File: config.mk
export PLATFORM = sky130hd
export DESIGN_NAME = ict_cycle_ctrl
export DESIGN_NICKNAME = d
export VERILOG_FILES = /design/src/hw/ict_pkg.sv /design/src/hw/ict_word_class.sv /design/src/hw/ict_cycle_ctrl.sv
export SDC_FILE = /design/constraint.sdc
export NUM_CORES = 1
export LEC_CHECK = 0
export ABC_AREA = 1
export CORE_MARGIN = 3
export CORE_UTILIZATION = 63
export DETAILED_ROUTE_END_ITERATION = 16
export DONT_BUFFER_PORTS = 1
export GPL_ROUTABILITY_DRIVEN = 0
export PLACE_DENSITY_LB_ADDON = 0.2
export SETUP_SLACK_MARGIN = 0.1
export SLEW_MARGIN = 5
export SYNTH_ARGS = -nofsm -noshare
export SYNTH_HDL_FRONTEND = slang
export SYNTH_SLANG_ARGS = --single-unit
File: constraint.sdc
create_clock -name i_clk -period 1.6 [get_ports i_clk]
set_clock_uncertainty 0.05 [all_clocks]
set_input_delay 0.32 -clock i_clk [delete_from_list [all_inputs] [get_ports i_clk]]
set_output_delay 0.32 -clock i_clk [all_outputs]
set_load 0.05 [all_outputs]
File: src/hw/ict_pkg.sv
package ict_pkg;
    // =========================================================
    // Instruction word layout
    // =========================================================
    localparam int          ICT_WORD_W      = 24;    // One program word
    localparam int          ICT_DWORD_BITS  = 48;    // Two words together
    localparam int          ICT_OPC_W       = 8;     // Upper opcode byte width
    localparam int          ICT_OPC_LSB     = 16;    // Opcode byte position
    localparam logic [7:0]  ICT_SECOND_TAG  = 8'h00; // Upper byte of a second word

    // =========================================================
    // Instruction classes supplied by the decoder
    // =========================================================
    typedef enum logic [2:0] {
        ICT_CLS_PLAIN   = 3'h0, // Ordinary single-word operation
        ICT_CLS_FLOW    = 3'h1, // Branch, computed jump, indirect call or jump
        ICT_CLS_TABLE   = 3'h2, // Table read or write
        ICT_CLS_RETURN  = 3'h3, // Subroutine or interrupt return
        ICT_CLS_SKIP    = 3'h4, // Conditional skip
        ICT_CLS_DOUBLE  = 3'h5, // Two-word instruction
        ICT_CLS_DMOVE   = 3'h6  // Two-word data move
    } ict_cls_type;

    // =========================================================
    // Cycle counts
    // =========================================================
    localparam logic [1:0]  ICT_CYC_ONE     = 2'h1;
    localparam logic [1:0]  ICT_CYC_TWO     = 2'h2;
    localparam logic [1:0]  ICT_CYC_THREE   = 2'h3;
endpackage

File: src/hw/ict_word_class.sv
`timescale 1ns/10ps
`default_nettype none
// =========================================================
// Combinational check for a second word of a pair
// =========================================================
module ict_word_class (
    input  wire logic [ict_pkg::ICT_WORD_W-1:0] i_word,
    output logic                                o_is_second
);
    import ict_pkg::*;

    // Upper byte all zero marks an operand-only word
    always_comb begin
        o_is_second = (i_word[ICT_OPC_LSB +: ICT_OPC_W] == ICT_SECOND_TAG);
    end
endmodule
`default_nettype wire

File: src/hw/ict_cycle_ctrl.sv
// Notes on behaviour
// - Gather both words of 48-bit instructions
// - Second word has upper eight bits zero
// - Lone second word executes as no-operation
// - Double-word instructions take exactly two cycles
// - Taken condition or PC change adds nop
// - Flow, table, return ops take two/three cycles
// - Taken skip costs two or three by skipped size
// - Double-word moves always take two cycles
`timescale 1ns/10ps
`default_nettype none
module ict_cycle_ctrl (
    // Clock and asynchronous active-low reset
    input  wire logic                               i_clk,
    input  wire logic                               i_nrst,
    // Fetch side, one word per instruction cycle
    input  wire logic                               i_word_valid,
    input  wire logic [ict_pkg::ICT_WORD_W-1:0]     i_word,
    // Decoder hints, sampled with the word they describe
    input  wire ict_pkg::ict_cls_type               i_cls,
    input  wire logic                               i_cond_true,
    input  wire logic                               i_pc_change,
    input  wire logic                               i_long_form,
    input  wire logic                               i_next_double,
    // Execute side
    output logic                                    o_word_ready,
    output logic                                    o_exec_valid,
    output logic [ict_pkg::ICT_DWORD_BITS-1:0]      o_exec_bits,
    output logic                                    o_exec_nop,
    output logic [1:0]                              o_exec_cycles,
    output logic                                    o_busy
);
    import ict_pkg::*;

    // Limitation: the class of each word comes from an outside decoder;
    // this block only counts cycles and never looks at opcode fields
    // beyond the zero marker of a second word.

    // =========================================================
    // Elaboration checks
    // =========================================================
    // The completed instruction is exactly two program words
    if (ICT_DWORD_BITS != ICT_WORD_W + ICT_WORD_W) begin : g_bad_pair
        $error("completed instruction must hold two program words");
    end

    // The zero marker must be the top byte of a word
    if (ICT_OPC_LSB + ICT_OPC_W != ICT_WORD_W) begin : g_bad_marker
        $error("second-word marker must sit in the top byte");
    end

    // The marker value must be as wide as the field it matches
    if ($bits(ICT_SECOND_TAG) != ICT_OPC_W) begin : g_bad_tag
        $error("second-word marker value differs in width from its field");
    end

    // Cycle counts must rise from one to three
    if (!(ICT_CYC_ONE < ICT_CYC_TWO && ICT_CYC_TWO < ICT_CYC_THREE)) begin : g_bad_cycles
        $error("cycle count constants out of order");
    end

    // =========================================================
    // State
    // =========================================================
    // Plain binary codes; the stall length lives in its own counter
    typedef enum logic [1:0] {
        ICT_ST_FETCH  = 2'b00, // Waiting for a first word
        ICT_ST_SECOND = 2'b01, // Gathering second word
        ICT_ST_STALL  = 2'b10  // Burning no-operation cycles
    } ict_state_type;

    // Trade-off: the first word is held whole rather than only its operand
    // bits, so a pair leaves exactly as it arrived
    typedef struct packed {
        ict_state_type              st;         // Sequencer state
        logic [1:0]                 left;       // Remaining stall cycles
        logic [ICT_WORD_W-1:0]      first;      // Held first word
        logic [1:0]                 cycles;     // Cycles of current instr
        logic                       ex_valid;   // Completion pulse
        logic [ICT_DWORD_BITS-1:0]  ex_bits;    // Completed bits
        logic                       ex_nop;     // Completion is a nop
        logic [1:0]                 ex_cycles;  // Reported cycle count
    } ict_regs_type;

    // Whole state kept in one register and its next copy
    ict_regs_type  r_q;   // Registered state
    ict_regs_type  r_d;   // Next state
    logic          is_second; // Word looks like an operand word

    // =========================================================
    // Second-word recogniser
    // =========================================================
    // Kept apart so a real opcode decoder can reuse the same test
    ict_word_class u_class (
        .i_word      (i_word),
        .o_is_second (is_second)
    );

    // =========================================================
    // Cycle cost of a single word
    // =========================================================
    // Total cycles for a single-word instruction
    // Pairs never come here; they are counted on the pair path
    function automatic logic [1:0] ict_single_cost(input ict_cls_type cls, input logic cond,
                                                  input logic pcchg, input logic longf,
                                                  input logic nxt2);
        logic [1:0] c;
        c = ICT_CYC_ONE;
        case (cls)
            ICT_CLS_FLOW, ICT_CLS_TABLE, ICT_CLS_RETURN: begin
                c = longf ? ICT_CYC_THREE : ICT_CYC_TWO;
            end
            ICT_CLS_SKIP: begin
                // A skip that falls through costs its own cycle only
                if (cond) begin
                    c = nxt2 ? ICT_CYC_THREE : ICT_CYC_TWO;
                end
            end
            default: begin
                // Taken test or program counter change adds one nop
                if (cond || pcchg) begin
                    c = ICT_CYC_TWO;
                end
            end
        endcase
        return c;
    endfunction

    // =========================================================
    // Next-state logic
    // =========================================================
    // FETCH takes first words and single words, SECOND completes a
    // pair, STALL burns the no-operation cycles a single word owes.
    // The exec pulse is cleared by default so it stands one cycle.
    always_comb begin
        r_d          = r_q;
        r_d.ex_valid = 1'b0;
        case (r_q.st)
            ICT_ST_FETCH: begin
                if (i_word_valid) begin
                    if (is_second) begin
                        // Orphan operand word, no side effects
                        // It never stalls: the orphan costs only its own fetch
                        r_d.ex_valid  = 1'b1;
                        r_d.ex_nop    = 1'b1;
                        r_d.ex_bits   = '0;
                        r_d.ex_cycles = ICT_CYC_ONE;
                    end else if (i_cls == ICT_CLS_DOUBLE || i_cls == ICT_CLS_DMOVE) begin
                        // Hold first half until its partner arrives
                        r_d.first  = i_word;
                        r_d.cycles = ICT_CYC_TWO;
                        r_d.st     = ICT_ST_SECOND;
                    end else begin
                        // Cost decided now, the stall burns the rest
                        r_d.cycles    = ict_single_cost(i_cls, i_cond_true, i_pc_change,
                                                        i_long_form, i_next_double);
                        r_d.ex_valid  = 1'b1;
                        r_d.ex_nop    = 1'b0;
                        r_d.ex_bits   = {{ICT_WORD_W{1'b0}}, i_word};
                        r_d.ex_cycles = r_d.cycles;
                        if (r_d.cycles != ICT_CYC_ONE) begin
                            r_d.left = r_d.cycles - ICT_CYC_ONE;
                            r_d.st   = ICT_ST_STALL;
                        end
                    end
                end
            end
            ICT_ST_SECOND: begin
                if (i_word_valid) begin
                    // Class hints of the second word are ignored on purpose
                    // Always two cycles, whatever the operand form
                    r_d.ex_valid  = 1'b1;
                    r_d.ex_nop    = 1'b0;
                    r_d.ex_bits   = {r_q.first, i_word};
                    r_d.ex_cycles = r_q.cycles;
                    r_d.st        = ICT_ST_FETCH;
                end
            end
            ICT_ST_STALL: begin
                // Added cycles execute as no-operation
                // Offers are refused here, so upstream holds its word
                r_d.left = r_q.left - ICT_CYC_ONE;
                if (r_q.left == ICT_CYC_ONE) begin
                    r_d.st = ICT_ST_FETCH;
                end
            end
            default: begin
                // Unused code: fall back to fetching
                r_d.st = ICT_ST_FETCH;
            end
        endcase
    end

    // =========================================================
    // State register
    // =========================================================
    // Asynchronous clear to the idle fetch state
    always_ff @(posedge i_clk or negedge i_nrst) begin
        if (!i_nrst) begin
            // Constants only; ready reads high straight out of reset
            r_q <= '{st:        ICT_ST_FETCH,
                     left:      '0,
                     first:     '0,
                     cycles:    '0,
                     ex_valid:  1'b0,
                     ex_bits:   '0,
                     ex_nop:    1'b0,
                     ex_cycles: '0};
        end else begin
            r_q <= r_d;
        end
    end

    // =========================================================
    // Outputs
    // =========================================================
    // Fetch is refused while burning stall cycles; kept combinational
    // so the very next offer after a costly single is held back
    assign o_word_ready  = (r_q.st != ICT_ST_STALL);
    // Completion record, all straight from flip-flops
    assign o_exec_valid  = r_q.ex_valid;
    assign o_exec_bits   = r_q.ex_bits;
    assign o_exec_nop    = r_q.ex_nop;
    assign o_exec_cycles = r_q.ex_cycles;
    assign o_busy        = (r_q.st != ICT_ST_FETCH);
endmodule
`default_nettype wire

==> results.toml <==
[clock_tree]
clock_path_buffers = 2
clock_latency_ns = 0.34
clock-root-buffer = "clkbuf_8"
numCtsBuffers = 9
clk_pin_slew_ns = 0.08
clock-sinks = 82
htreeDepth = 3
cts_tree = "done"

[timing]
tightest_slew_ns = 0.5339
worst_slack_ns = -0.04892
min_period_over_period_pct = 103.1
fmax_mhz = 606.5
setup_viol = 2
whs_ns = -0.3896
fin_crit_ns = 1.649
rsz0062_at_grt = "yes"
hold_viol = 82
slew_headroom_pct = 64.41
maxSlewViolCount = 0

[setup_path]
r2r_slack_ns = 0.18
r2r_start = "r_q[80]"
rr_endpoint = "r_q[79]"
crit_fanout = 3
cp_num_buf_inv = 2
cp_cell_sequence = "nor2_2 > buf_6 > clkinvlp_4"
cpMaxStageDelayCell = "dfrtp_1"
slowest_delay_ns = 0.41
crit_required_ns = 1.23
crit_type = "register to output port"
reg2reg_depth = 7
crit_start = "r_q[81]"
crit_path_start_kind = "register"
crit_family = "flip-flops"
arrival_ns = 1.28
end_kind = "output port"

[route]
vias = 2567
via_per_inst = 5.186
wl_per_cell_um = 14.64
drtIter0Drc = 151
ant_nets = 0
drt-pass1-iter-count = 4
wirelength_mm = 7.245
drcViolationCount = 0

[global_route]
grt.total_usage_pct = 21.34
grt_pass1_vias = 2501
antenna_found_initial = 0
grt_pass1_wl_mm = 12.12
overflow = 0
grt_max_degree = 83

[cells_and_area]
postLayoutCellArea_um2 = 3950
antennaDiodeCount = 0
final_common_cell = "nand2_1"
areaGrowthSynthToFinish_pct = -0.3472
drive_above_1_share_pct = 18.57
nets = 451
final_cell_mix = "135 x nand2_1, 81 x dfrtp_1, 36 x nand3_1"

[job]
maxCapViolCount = 0

[synthesis]
syn_area_um2 = 3964
synth_nets = 490
ys_seq_area_share_pct = 51.77
synth_cell_types = 25
yosysWarnings = 0
avgSynthCellArea_um2 = 8.731
syn_inst = 454
synth_edf_count = 0
synthFlopType = "dfrtp_1"
async_flop_share_pct = 100.0
ys_seq_elements = 82

[pwr]
powerDensity_nw_per_um2 = 2039
peakVddDrop_v = 0.001239
p_leak_uw = 0.002090
p_total_uw = 8056

[run_status]
outcome = "finished, violations left"
violations = "hold timing, setup timing"

[place]
placed_area_um2 = 3670
io_buffer_count = 0
hpwl_mm = 4.965

[die]
pin_count = 88
die_area_um2 = 7280
initial_core_util_pct = 66.17
die-width_um = 85.32
coreArea_um2 = 5991
rows = 28
chipHeight_um = 85.32

[worst_hold_path]
hp-class = "input port to asynchronous set/reset pin"
power by group:
part           switching, uW  internal [uW]
sequential              2220           2840
clock                    735            611
combinational            929            720
total                   3880           4170
cells in the mapped netlist, types with 2 or more instances:
| cell | instances | area share, % |
|---|---|---|
| nand2_1 | 135 | 13 |
| dfrtp_1 | 82 | 52 |
| buf_4 | 51 | 9.7 |
| nand3_1 | 36 | 4.5 |
| inv_1 | 34 | 3.2 |
| o21ai_0 | 27 | 3.4 |
| nand2_2 | 14 | 2.2 |
| o21ai_1 | 14 | 1.8 |
| o21ai_2 | 12 | 2.7 |
| nor2_1 | 11 | 1.0 |
| buf_2 | 6 | 0.76 |
| buf_6 | 6 | 1.7 |
| clkbuf_1 | 4 | 0.38 |
| a21oi_1 | 3 | 0.38 |
| inv_2 | 3 | 0.28 |
| nor2_2 | 3 | 0.47 |
| clkbuf_2 | 2 | 0.25 |
| ha_1 | 2 | 0.63 |
| nand3_2 | 2 | 0.51 |
| nor2_4 | 2 | 0.57 |
registers in the layout, indices dropped and copies added (netlist names):
| register | flops |
|---|---|
| o_exec_valid | 1 |
| o_exec_nop | 1 |
| o_exec_cycles | 2 |
| r_q | 30 |
| o_exec_bits | 48 |
repair_timing:
action / in CTS / in global routing
resized for setup: 6 / 7
pin swaps: 2 / 1
endpoints found under the setup margin: 2 / 5
endpoints found under the hold margin: 82 / 82
setup buffers: 4 / 4
final cells by class:
class | count | area, um^2
clock inverter | 5 | 38.79
timing repair buffer | 20 | 202.7
fill | 502 | 2041
clock buffer | 11 | 141.4
sequential | 82 | 2053
tap | 75 | 93.84
multi-input combinational | 265 | 1275
inverter | 37 | 145.1
routing by layer:
metal	vias up	GRT usage (%)	wire, um
met4	0	9.640	122
li1	1295	-	-
met1	1188	27.38	3180
met5	-	0	0
met3	14	7.379	584
met2	70	32.77	3358
worst register-to-register path: stages, from the launching register on:
cell     delay (ns)
dfrtp_2        0.44
buf_4          0.15
buf_4          0.12
nor3_1         0.18
nand3_1        0.14
inv_1          0.12
nand3_1        0.09
nand3_1        0.08
per-stage QoR:
stage	setup TNS (ns)	worst slack (ns)	util [%]	instances
5_1_grt	-0.1753	-0.1004	65.94	495
3_5_place_dp	-0.2326	-0.07956	61.26	471
4_1_cts	-0.03117	-0.03117	65.04	491
6_report	-0.08356	-0.04892	65.94	495
2_1_floorplan	0	0.1302	-	454
3_3_place_gp	0	0.07117	61.26	471
how the worst max path moves through the flow:
stage | end | slack, ns | cells after the start
2_1_floorplan | r_q[78] | 0.13 | 10
3_3_place_gp | r_q[78] | 0.07 | 11
4_1_cts | o_busy | -0.03 | 3
6_report | o_busy | -0.05 | 3
5_1_grt | o_busy | -0.10 | 3
3_5_place_dp | r_q[81] | -0.08 | 11
logic make-up after synthesis:
family,after synthesis,synth area share (%)
buffers and inverters,107,16.63
AND/OR/NAND/NOR,207,22.76
flip-flops,82,51.77
adder cells (fa/ha/maj),2,0.6312
AO/OA/AOI/OAI,56,8.207
Power figures use the tool's default switching activity.
